===== src/ext_bus_defines.svh =====
// Register offsets, field positions, reset values and sizes of the external bus sequencer
`ifndef EXT_BUS_DEFINES_SVH
`define EXT_BUS_DEFINES_SVH

`define NUM_CS 4
`define ADDR_W 24
`define DATA_W 16
`define SCALE_W 8
`define CNT_W 5

`define OFF_CTRL 8'h00
`define OFF_ADDR 8'h04
`define OFF_WDATA 8'h08
`define OFF_RDATA 8'h0C
`define OFF_STATUS 8'h10
`define OFF_CLKCFG 8'h14
`define OFF_TCFG0 8'h20
`define OFF_TCFG3 8'h2C

`define CTRL_START 0
`define CTRL_WRITE 1
`define CTRL_CS_LO 2
`define CTRL_CS_HI 3

`define ST_BUSY 0
`define ST_PH_LO 1
`define ST_PH_HI 3
`define ST_DONE 4

`define CK_SEL 0
`define CK_SCALE_LO 8
`define CK_SCALE_HI 15

`define TC_AB 0
`define TC_EXT_LO 2
`define TC_EXT_HI 3
`define TC_CMD_LO 4
`define TC_CMD_HI 5
`define TC_DS 6
`define TC_ACC_LO 7
`define TC_ACC_HI 11
`define TC_HOLD_LO 12
`define TC_HOLD_HI 13
`define TC_RDY_EN 14
`define TC_RDY_POL 15
`define TC_RDY_ASYNC 16

`define TCFG_RESET 32'h0000_0000
`define RESP_OKAY 2'h0
`define RESP_SLVERR 2'h2
`define NO_LAST_CS 3'h4

`endif


===== src/ext_bus_pkg.sv =====
// Types of the external bus sequencer
package ext_bus_pkg;

  typedef enum logic [2:0] {
    PH_IDLE = 3'b000,
    PH_ADDR = 3'b001,
    PH_CMD = 3'b010,
    PH_DSET = 3'b011,
    PH_ACC = 3'b100,
    PH_RDY = 3'b101,
    PH_HOLD = 3'b110
  } phase_t;

  typedef struct packed {
    logic aw_got;
    logic [7:0] awaddr;
    logic w_got;
    logic [31:0] wdata;
    logic [3:0] wstrb;
    logic bvalid;
    logic [1:0] bresp;
    logic rvalid;
    logic [31:0] rdata;
    logic [1:0] rresp;
    logic [31:0] ctrl;
    logic [23:0] addr;
    logic [15:0] wdat;
    logic [15:0] rddat;
    logic done;
    logic [31:0] clkcfg;
    logic [3:0][31:0] tcfg;
    logic [31:0] cur_cfg;
    phase_t phase;
    logic [4:0] cnt;
    logic [2:0] last_cs;
    logic rdy_s1;
    logic rdy_s2;
    logic rdy_s3;
  } seq_state_t;

  typedef struct packed {
    logic [7:0] cnt;
  } tick_state_t;

endpackage


===== src/phase_tick_if.sv =====
// Carrier between the sequencer and its phase time unit generator
`timescale 1ns/100ps
interface phase_tick_if;
  logic [7:0] scale;
  logic run;
  logic tick;
  modport gen (input scale, input run, output tick);
  modport user (output scale, output run, input tick);
endinterface

===== src/ext_bus_cycle_phase_sequencer.sv =====
// External bus cycle phase sequencer with AXI4-Lite register access
// Notes on behaviour
// - Each bus cycle runs address setup, command delay, data setup, access, hold in order.
// - Phase lengths come from a software timing word per chip select.
// - Address setup lasts 1 or 2 units, plus 0 to 3 on a window change.
// - Command delay lasts 0 to 3 units.
// - Write data setup or tristate lasts 0 or 1 unit.
// - Access lasts 1 to 32 units before any ready extension.
// - Hold of address and write data lasts 0 to 3 units.
// - Optionally the external module ends the access phase through ready.
// - Reference clock output is the system clock when selected, same period.
// - Ready sampled inactive inserts a waitstate; sampled active ends the access phase.
// - Ready polarity selectable; asynchronous mode adds one synchroniser stage.
//
// The register addresses and the AXI4-Lite interface to the registers were chosen for this implementation.
`timescale 1ns/100ps
`include "ext_bus_defines.svh"
module ext_bus_cycle_phase_sequencer (
  input wire logic aclk, // System clock, 25 MHz
  input wire logic aresetn, // Synchronous reset, active low
  input wire logic [7:0] s_axi_awaddr, // Write address
  input wire logic s_axi_awvalid, // Write address valid
  output logic s_axi_awready, // Write address ready
  input wire logic [31:0] s_axi_wdata, // Write data
  input wire logic [3:0] s_axi_wstrb, // Write byte strobes
  input wire logic s_axi_wvalid, // Write data valid
  output logic s_axi_wready, // Write data ready
  output logic [1:0] s_axi_bresp, // Write response
  output logic s_axi_bvalid, // Write response valid
  input wire logic s_axi_bready, // Write response ready
  input wire logic [7:0] s_axi_araddr, // Read address
  input wire logic s_axi_arvalid, // Read address valid
  output logic s_axi_arready, // Read address ready
  output logic [31:0] s_axi_rdata, // Read data
  output logic [1:0] s_axi_rresp, // Read response
  output logic s_axi_rvalid, // Read data valid
  input wire logic s_axi_rready, // Read data ready
  output logic [23:0] bus_addr, // External address
  output logic bus_ale, // Address latch enable, high in address setup
  output logic [3:0] bus_cs_n, // Chip selects, active low
  output logic bus_rd_n, // Read command, active low
  output logic bus_wr_n, // Write command, active low
  output logic [15:0] bus_data_o, // Write data out
  output logic bus_data_oe, // Data bus drive enable
  input wire logic [15:0] bus_data_i, // Read data in
  input wire logic bus_ready, // Ready handshake pin
  output logic ref_clock_out // Reference clock output
);
  ext_bus_pkg::seq_state_t s_reg;
  ext_bus_pkg::seq_state_t s_next;
  phase_tick_if tk ();

  phase_tick_gen u_tick (
    .aclk(aclk),
    .aresetn(aresetn),
    .tk(tk)
  );

  assign tk.scale = s_reg.clkcfg[`CK_SCALE_HI:`CK_SCALE_LO];
  assign tk.run = (s_reg.phase != ext_bus_pkg::PH_IDLE);

  // Count minus one for the unit length of a phase
  function automatic logic [4:0] phase_cnt(ext_bus_pkg::phase_t p, logic [31:0] c, logic wchg);
    logic [4:0] n;
    n = 5'h00;
    case (p)
      ext_bus_pkg::PH_ADDR: n = 5'(c[`TC_AB]) + (wchg ? 5'(c[`TC_EXT_HI:`TC_EXT_LO]) : 5'h00);
      ext_bus_pkg::PH_CMD: n = 5'(c[`TC_CMD_HI:`TC_CMD_LO]) - 5'h01;
      ext_bus_pkg::PH_DSET: n = 5'h00;
      ext_bus_pkg::PH_ACC: n = c[`TC_ACC_HI:`TC_ACC_LO];
      ext_bus_pkg::PH_HOLD: n = 5'(c[`TC_HOLD_HI:`TC_HOLD_LO]) - 5'h01;
      default: n = 5'h00;
    endcase
    return n;
  endfunction

  // Phase after command delay, skipping empty ones
  function automatic ext_bus_pkg::phase_t after_cmd(logic [31:0] c);
    return c[`TC_DS] ? ext_bus_pkg::PH_DSET : ext_bus_pkg::PH_ACC;
  endfunction

  function automatic ext_bus_pkg::phase_t after_acc(logic [31:0] c);
    return (c[`TC_HOLD_HI:`TC_HOLD_LO] != 2'h0) ? ext_bus_pkg::PH_HOLD : ext_bus_pkg::PH_IDLE;
  endfunction

  function automatic logic [31:0] merge(logic [31:0] old, logic [31:0] nw, logic [3:0] st);
    logic [31:0] r;
    r = old;
    for (int i = 0; i < 4; i++) begin
      if (st[i]) begin
        r[i*8 +: 8] = nw[i*8 +: 8];
      end
    end
    return r;
  endfunction

  logic busy;
  logic rdy_sel;
  logic rdy_act;
  logic cmd_on;
  assign busy = (s_reg.phase != ext_bus_pkg::PH_IDLE);
  assign rdy_sel = s_reg.cur_cfg[`TC_RDY_ASYNC] ? s_reg.rdy_s3 : s_reg.rdy_s2;
  assign rdy_act = s_reg.cur_cfg[`TC_RDY_POL] ? rdy_sel : ~rdy_sel;
  assign cmd_on = (s_reg.phase == ext_bus_pkg::PH_ACC) || (s_reg.phase == ext_bus_pkg::PH_RDY);

  always_comb begin
    logic [31:0] cfg;
    logic wchg;
    logic do_wr;
    logic start;
    logic set_done;
    logic ends;
    ext_bus_pkg::phase_t np;
    cfg = s_reg.cur_cfg;
    wchg = 1'b0;
    do_wr = 1'b0;
    start = 1'b0;
    set_done = 1'b0;
    ends = 1'b0;
    np = s_reg.phase;
    s_next = s_reg;

    // Pin synchroniser; third stage serves the asynchronous ready mode
    s_next.rdy_s1 = bus_ready;
    s_next.rdy_s2 = s_reg.rdy_s1;
    s_next.rdy_s3 = s_reg.rdy_s2;

    // Write channel: address and data taken in either order
    if (s_axi_awvalid && s_axi_awready) begin
      s_next.aw_got = 1'b1;
      s_next.awaddr = s_axi_awaddr;
    end
    if (s_axi_wvalid && s_axi_wready) begin
      s_next.w_got = 1'b1;
      s_next.wdata = s_axi_wdata;
      s_next.wstrb = s_axi_wstrb;
    end
    if (s_reg.bvalid && s_axi_bready) begin
      s_next.bvalid = 1'b0;
    end
    if (s_reg.aw_got && s_reg.w_got) begin
      do_wr = 1'b1;
      s_next.aw_got = 1'b0;
      s_next.w_got = 1'b0;
      s_next.bvalid = 1'b1;
      s_next.bresp = `RESP_OKAY;
      case (s_reg.awaddr)
        `OFF_CTRL: begin
          s_next.ctrl = merge(s_reg.ctrl, s_reg.wdata, s_reg.wstrb) & 32'h0000_000E;
          start = s_reg.wstrb[0] && s_reg.wdata[`CTRL_START] && !busy;
        end
        `OFF_ADDR: s_next.addr = 24'(merge({8'h00, s_reg.addr}, s_reg.wdata, s_reg.wstrb));
        `OFF_WDATA: s_next.wdat = 16'(merge({16'h0000, s_reg.wdat}, s_reg.wdata, s_reg.wstrb));
        `OFF_STATUS: ;
        `OFF_CLKCFG: s_next.clkcfg = merge(s_reg.clkcfg, s_reg.wdata, s_reg.wstrb) & 32'h0000_FF01;
        `OFF_RDATA: ;
        default: begin
          if (s_reg.awaddr >= `OFF_TCFG0 && s_reg.awaddr <= `OFF_TCFG3
              && s_reg.awaddr[1:0] == 2'h0) begin
            s_next.tcfg[s_reg.awaddr[3:2]] =
              merge(s_reg.tcfg[s_reg.awaddr[3:2]], s_reg.wdata, s_reg.wstrb);
          end else begin
            s_next.bresp = `RESP_SLVERR;
          end
        end
      endcase
    end

    // Read channel
    if (s_reg.rvalid && s_axi_rready) begin
      s_next.rvalid = 1'b0;
    end
    if (s_axi_arvalid && s_axi_arready) begin
      s_next.rvalid = 1'b1;
      s_next.rresp = `RESP_OKAY;
      s_next.rdata = 32'h0000_0000;
      case (s_axi_araddr)
        `OFF_CTRL: s_next.rdata = s_reg.ctrl;
        `OFF_ADDR: s_next.rdata = {8'h00, s_reg.addr};
        `OFF_WDATA: s_next.rdata = {16'h0000, s_reg.wdat};
        `OFF_RDATA: s_next.rdata = {16'h0000, s_reg.rddat};
        `OFF_STATUS: s_next.rdata = {27'h0, s_reg.done, s_reg.phase, busy};
        `OFF_CLKCFG: s_next.rdata = s_reg.clkcfg;
        default: begin
          if (s_axi_araddr >= `OFF_TCFG0 && s_axi_araddr <= `OFF_TCFG3
              && s_axi_araddr[1:0] == 2'h0) begin
            s_next.rdata = s_reg.tcfg[s_axi_araddr[3:2]];
          end else begin
            s_next.rresp = `RESP_SLVERR;
          end
        end
      endcase
    end

    // Phase sequencer
    if (start) begin
      cfg = s_reg.tcfg[s_reg.wdata[`CTRL_CS_HI:`CTRL_CS_LO]];
      wchg = (s_reg.last_cs != {1'b0, s_reg.wdata[`CTRL_CS_HI:`CTRL_CS_LO]});
      s_next.cur_cfg = cfg;
      s_next.last_cs = {1'b0, s_reg.wdata[`CTRL_CS_HI:`CTRL_CS_LO]};
      s_next.phase = ext_bus_pkg::PH_ADDR;
      s_next.cnt = phase_cnt(ext_bus_pkg::PH_ADDR, cfg, wchg);
    end else if (busy && tk.tick) begin
      if (s_reg.cnt != 5'h00) begin
        s_next.cnt = s_reg.cnt - 5'h01;
      end else begin
        case (s_reg.phase)
          ext_bus_pkg::PH_ADDR:
            np = (cfg[`TC_CMD_HI:`TC_CMD_LO] != 2'h0) ? ext_bus_pkg::PH_CMD : after_cmd(cfg);
          ext_bus_pkg::PH_CMD: np = after_cmd(cfg);
          ext_bus_pkg::PH_DSET: np = ext_bus_pkg::PH_ACC;
          ext_bus_pkg::PH_ACC, ext_bus_pkg::PH_RDY: begin
            if (cfg[`TC_RDY_EN] && !rdy_act) begin
              np = ext_bus_pkg::PH_RDY;
            end else begin
              np = after_acc(cfg);
              ends = 1'b1;
            end
          end
          ext_bus_pkg::PH_HOLD: np = ext_bus_pkg::PH_IDLE;
          default: np = ext_bus_pkg::PH_IDLE;
        endcase
        if (ends && !s_reg.ctrl[`CTRL_WRITE]) begin
          s_next.rddat = bus_data_i;
        end
        set_done = (np == ext_bus_pkg::PH_IDLE);
        s_next.phase = np;
        s_next.cnt = phase_cnt(np, cfg, 1'b0);
      end
    end

    // Done flag: a completion in the clearing cycle wins
    s_next.done = set_done || (s_reg.done && !(do_wr && s_reg.awaddr == `OFF_STATUS
      && s_reg.wstrb[0] && s_reg.wdata[`ST_DONE]));
  end

  always_ff @(posedge aclk) begin
    if (!aresetn) begin
      s_reg <= '0;
      s_reg.last_cs <= `NO_LAST_CS;
    end else begin
      s_reg <= s_next;
    end
  end

  assign s_axi_awready = !s_reg.aw_got && !s_reg.bvalid;
  assign s_axi_wready = !s_reg.w_got && !s_reg.bvalid;
  assign s_axi_bvalid = s_reg.bvalid;
  assign s_axi_bresp = s_reg.bresp;
  assign s_axi_arready = !s_reg.rvalid;
  assign s_axi_rvalid = s_reg.rvalid;
  assign s_axi_rdata = s_reg.rdata;
  assign s_axi_rresp = s_reg.rresp;

  assign bus_addr = s_reg.addr;
  assign bus_data_o = s_reg.wdat;
  assign bus_ale = (s_reg.phase == ext_bus_pkg::PH_ADDR);
  assign bus_rd_n = !(cmd_on && !s_reg.ctrl[`CTRL_WRITE]);
  assign bus_wr_n = !(cmd_on && s_reg.ctrl[`CTRL_WRITE]);
  assign bus_data_oe = s_reg.ctrl[`CTRL_WRITE] && (s_reg.phase == ext_bus_pkg::PH_DSET
    || cmd_on || s_reg.phase == ext_bus_pkg::PH_HOLD);

  for (genvar i = 0; i < `NUM_CS; i++) begin : g_cs
    assign bus_cs_n[i] = !(busy && s_reg.last_cs == 3'(i));
  end

  // System clock driven straight out when selected, so its period is one system clock
  assign ref_clock_out = aclk & s_reg.clkcfg[`CK_SEL];
endmodule


===== src/phase_tick_gen.sv =====
// Phase time unit generator: one-cycle tick every scale+1 system clocks while running
`timescale 1ns/100ps
module phase_tick_gen (
  input wire logic aclk, // System clock
  input wire logic aresetn, // Synchronous reset, active low
  phase_tick_if.gen tk // Scale, run and tick
);
  ext_bus_pkg::tick_state_t s_reg;
  ext_bus_pkg::tick_state_t s_next;

  assign tk.tick = tk.run && (s_reg.cnt == tk.scale);

  always_comb begin
    s_next = s_reg;
    if (!tk.run || tk.tick) begin
      s_next.cnt = 8'h00;
    end else begin
      s_next.cnt = s_reg.cnt + 8'h01;
    end
  end

  always_ff @(posedge aclk) begin
    if (!aresetn) begin
      s_reg <= '0;
    end else begin
      s_reg <= s_next;
    end
  end
endmodule


===== config.mk =====
export PLATFORM = sky130hd
export DESIGN_NAME = ext_bus_cycle_phase_sequencer
export DESIGN_NICKNAME = d
export VERILOG_FILES = /design/src/ext_bus_pkg.sv /design/src/phase_tick_if.sv /design/src/ext_bus_cycle_phase_sequencer.sv /design/src/phase_tick_gen.sv
export VERILOG_INCLUDE_DIRS = /design/src
export SDC_FILE = /design/constraint.sdc
export NUM_CORES = 1
export LEC_CHECK = 0
export BUFFER_PORTS_ARGS = -buffer_cell sky130_fd_sc_hd__buf_4
export CAP_MARGIN = 20
export CORE_ASPECT_RATIO = 0.5
export CORE_MARGIN = 2
export CORE_UTILIZATION = 30
export DETAILED_ROUTE_END_ITERATION = 12
export PLACE_DENSITY = 0.47
export SLEW_MARGIN = 20
export SYNTH_ARGS = -nofsm -noshare
export SYNTH_HDL_FRONTEND = slang
export SYNTH_SLANG_ARGS = --single-unit

===== constraint.sdc =====
create_clock -name aclk -period 4.85 [get_ports aclk]
set_input_delay 0 -clock aclk [delete_from_list [all_inputs] [get_ports aclk]]
set_output_delay 0 -clock aclk [all_outputs]
set_load 0.01 [all_outputs]

==> results_dict.tcl <==
set metrics [dict create \
    grt_start_max_net_pins 147 \
    die_y_um 167 \
    synth_cells 1624 \
    max-cap-violations 0 \
    r2r_end "s_reg[9]" \
    clkPwrFrac 0.427 \
    status "finished with violations" \
    fin_skew_ps 19.3 \
    viasPerCell 5.05 \
    insertion_delay_ps 630 \
    drv_slew 0 \
    ys_types 68 \
    hp-start "s_axi_wvalid" \
    initial_core_util 0.305 \
    die_x_um 330 \
    area.growth.synth_to_final_pct 20.6 \
    dp_cells 2309 \
    switching_share 0.271 \
    via_count 12400 \
    cts_tree "built" \
    hold_violations 0 \
    setup_tns_ps 0 \
    fp.coreArea_mm2 0.0523 \
    drive_above_1_share 0.198 \
    p_leak_nw 8.58 \
    min_to "s_reg[341]" \
    grt_antenna_before_repair 0 \
    grt_use_met1 0.247 \
    ys.flop_type "dfxtp_1" \
    power_frac_comb 0.138 \
    first_global_vias 12000 \
    max_freq_ghz 0.333 \
    use_met3 0.0390 \
    tightest_slew_ps 1030 \
    min_period_ps 3000 \
    dpl-instance-area_mm2 0.0171 \
    diodes 0 \
    routedWlPerCell_um 20.0 \
    cts.reportedPaths.clkPinSlew_ps 60 \
    whs_ps 8.25 \
    hpwlAfterDp_um 32100 \
    start_kind "register" \
    violations "design-rule violations" \
    rsz0062_at_grt "false" \
    grt_use_total 0.177 \
    grt_overflow 0 \
    synthArstFlopShare 0 \
    pwr-share-seq 0.435 \
    drtPass1Iterations 9 \
    io_buffers 163 \
    reg2regPathDepth 6 \
    ant_nets 0 \
    drtIter0Drc 802 \
    place_ws_ps 1910 \
    use_met2 0.278 \
    max-vdd-ir-drop_mv 0.178 \
    largest_reg_flops 228 \
    required_ps 5360 \
    endpoint_kind "register" \
    synth_seq_cells 314 \
    place_congestion 0.840 \
    syn_area_per_cell_um2 9.82 \
    syn-cell-area_mm2 0.0160 \
    synth_edf_count 0 \
    p_int_w 0.00466 \
    p_sw_w 0.00173 \
    pin_count 166 \
    period_share 0.619 \
    worstPathArrival_ps 3510 \
    hp-class "primary input to register" \
    setup_viol 0 \
    finalNetCount 1824 \
    p_per_area_mw_per_mm2 332 \
    yosys_warnings 0 \
    r2r_start "s_reg[333]" \
    drt-total-wl_um 49200 \
    path_class "register to register" \
    gr-max-usage-layer "met2" \
    drcViolationCount 8 \
    finalNonFillerCells 2465 \
    final_cell_area_mm2 0.0192 \
    ys_seq_area_frac 0.394 \
    std_cell_rows 59 \
    slew_headroom 0.309 \
    grt_pass1_wl_um 75000 \
    regToRegSetupSlack_ps 1850 \
    critPathMaxFanout 16 \
    ctsResizeCount 0 \
    fp.dieArea_mm2 0.0551 \
    hold_depth 5 \
    fin_ws_ps 1850 \
]
## power groups by stage
| stage | Clock [W] | Sequential (W) | Combinational (W) |
|---|---|---|---|
| global route | 0.00291 | 0.00279 | 0.000964 |
| finish | 0.00273 | 0.00278 | 0.000881 |
| detailed placement | 0.00000000102 | 0.00284 | 0.000818 |
| global placement | 0.00000000102 | 0.00284 | 0.000816 |
| floorplan | 0.000000000811 | 0.00275 | 0.000600 |
| CTS | 0.00280 | 0.00278 | 0.000884 |
## synth_stat cells, drive strengths merged, types with 8 or more instances
master  number  share of area
nor2        38          0.010
nor3        11         0.0048
mux2i       99          0.062
o211a      129          0.081
nor2b       58          0.023
a22oi        8         0.0038
nand3b       8         0.0038
a21o        11         0.0052
and2        15         0.0059
a21boi      86          0.040
nand2b      14         0.0055
nor3b        9         0.0042
mux4        82           0.12
nand2      356          0.084
dfxtp      314           0.39
inv         12         0.0028
o21ai       21         0.0066
buf        118          0.051
nand3       21         0.0066
a221oi      13         0.0071
clkbuf      85          0.020
xnor2       12         0.0066
a21oi       13         0.0041
## worst max path at each step
stage | endpoint | from | cells past startpoint | slack, ps
global placement | s_reg[6] | s_reg[333] | 5 | 1870
global route | s_reg[6] | s_reg[333] | 5 | 1660
CTS | ref_clock_out | aclk | 4 | 1880
floorplan | ref_clock_out | aclk | 1 | 2260
finish | s_reg[9] | s_reg[333] | 6 | 1850
detailed placement | s_reg[9] | s_reg[333] | 6 | 1910
## timing repair
action	4_1_cts	5_1_grt
hold endpoints to repair	71	0
hold buffers	93	0
setup buffers	0	0
## cell usage in the layout (no fill, tap or decap), types with 13 or more instances in the layout
cell	count
dlygate4sd3_1	93
o211a_1	129
o21ai_0	21
a21boi_0	82
a21oi_1	13
a221oi_1	13
and2_1	14
nor2b_1	58
nand2b_1	13
buf_4	185
mux2i_1	99
nor2_1	35
dfxtp_1	312
mux4_2	82
clkbuf_16	40
nand3_1	21
nand2_1	356
## stage by stage
stage | power [W] | utilization
3_3_place_gp | 0.00365 | 0.327
6_report | 0.00639 | 0.368
3_5_place_dp | 0.00366 | 0.327
2_1_floorplan | 0.00335 | -
5_1_grt | 0.00667 | 0.368
4_1_cts | 0.00647 | 0.368
## layer usage
| layer | up-vias | share of wire |
|---|---|---|
| met5 | - | 0 |
| met1 | 6166 | 0.48 |
| met3 | 64 | 0.051 |
| met4 | 0 | 0.019 |
| met2 | 246 | 0.45 |
| li1 | 5967 | - |
## final cells by class
cell class / instances / area [µm²]
flip-flops and latches: 314 / 6290
fillers: 5338 / 33000
multi-input cells: 1096 / 8500
well taps: 701 / 877
inverters: 12 / 45.0
clock buffers: 55 / 1140
clock inverters: 9 / 51.3
repair buffers: 278 / 2330
## kinds of logic after synthesis
logic type,count (synthesis),synth area share
AND/OR/NAND/NOR,560,0.164
AO/OA/AOI/OAI,322,0.170
flip-flops,314,0.394
buffers and inverters,215,0.0742
multiplexers,186,0.181
XOR/XNOR,19,0.0104
adder cells (fa/ha/maj),7,0.00549
other,1,0.000235
## critical path, cell delays in order, from the launching register on
cell and delay (ps):
dfxtp_1 800, and3_1 630, nand4_1 450, nor2_1 330, buf_4 270, a211oi_1 70, o31a_1 320
Power figures use the tool's default switching activity.
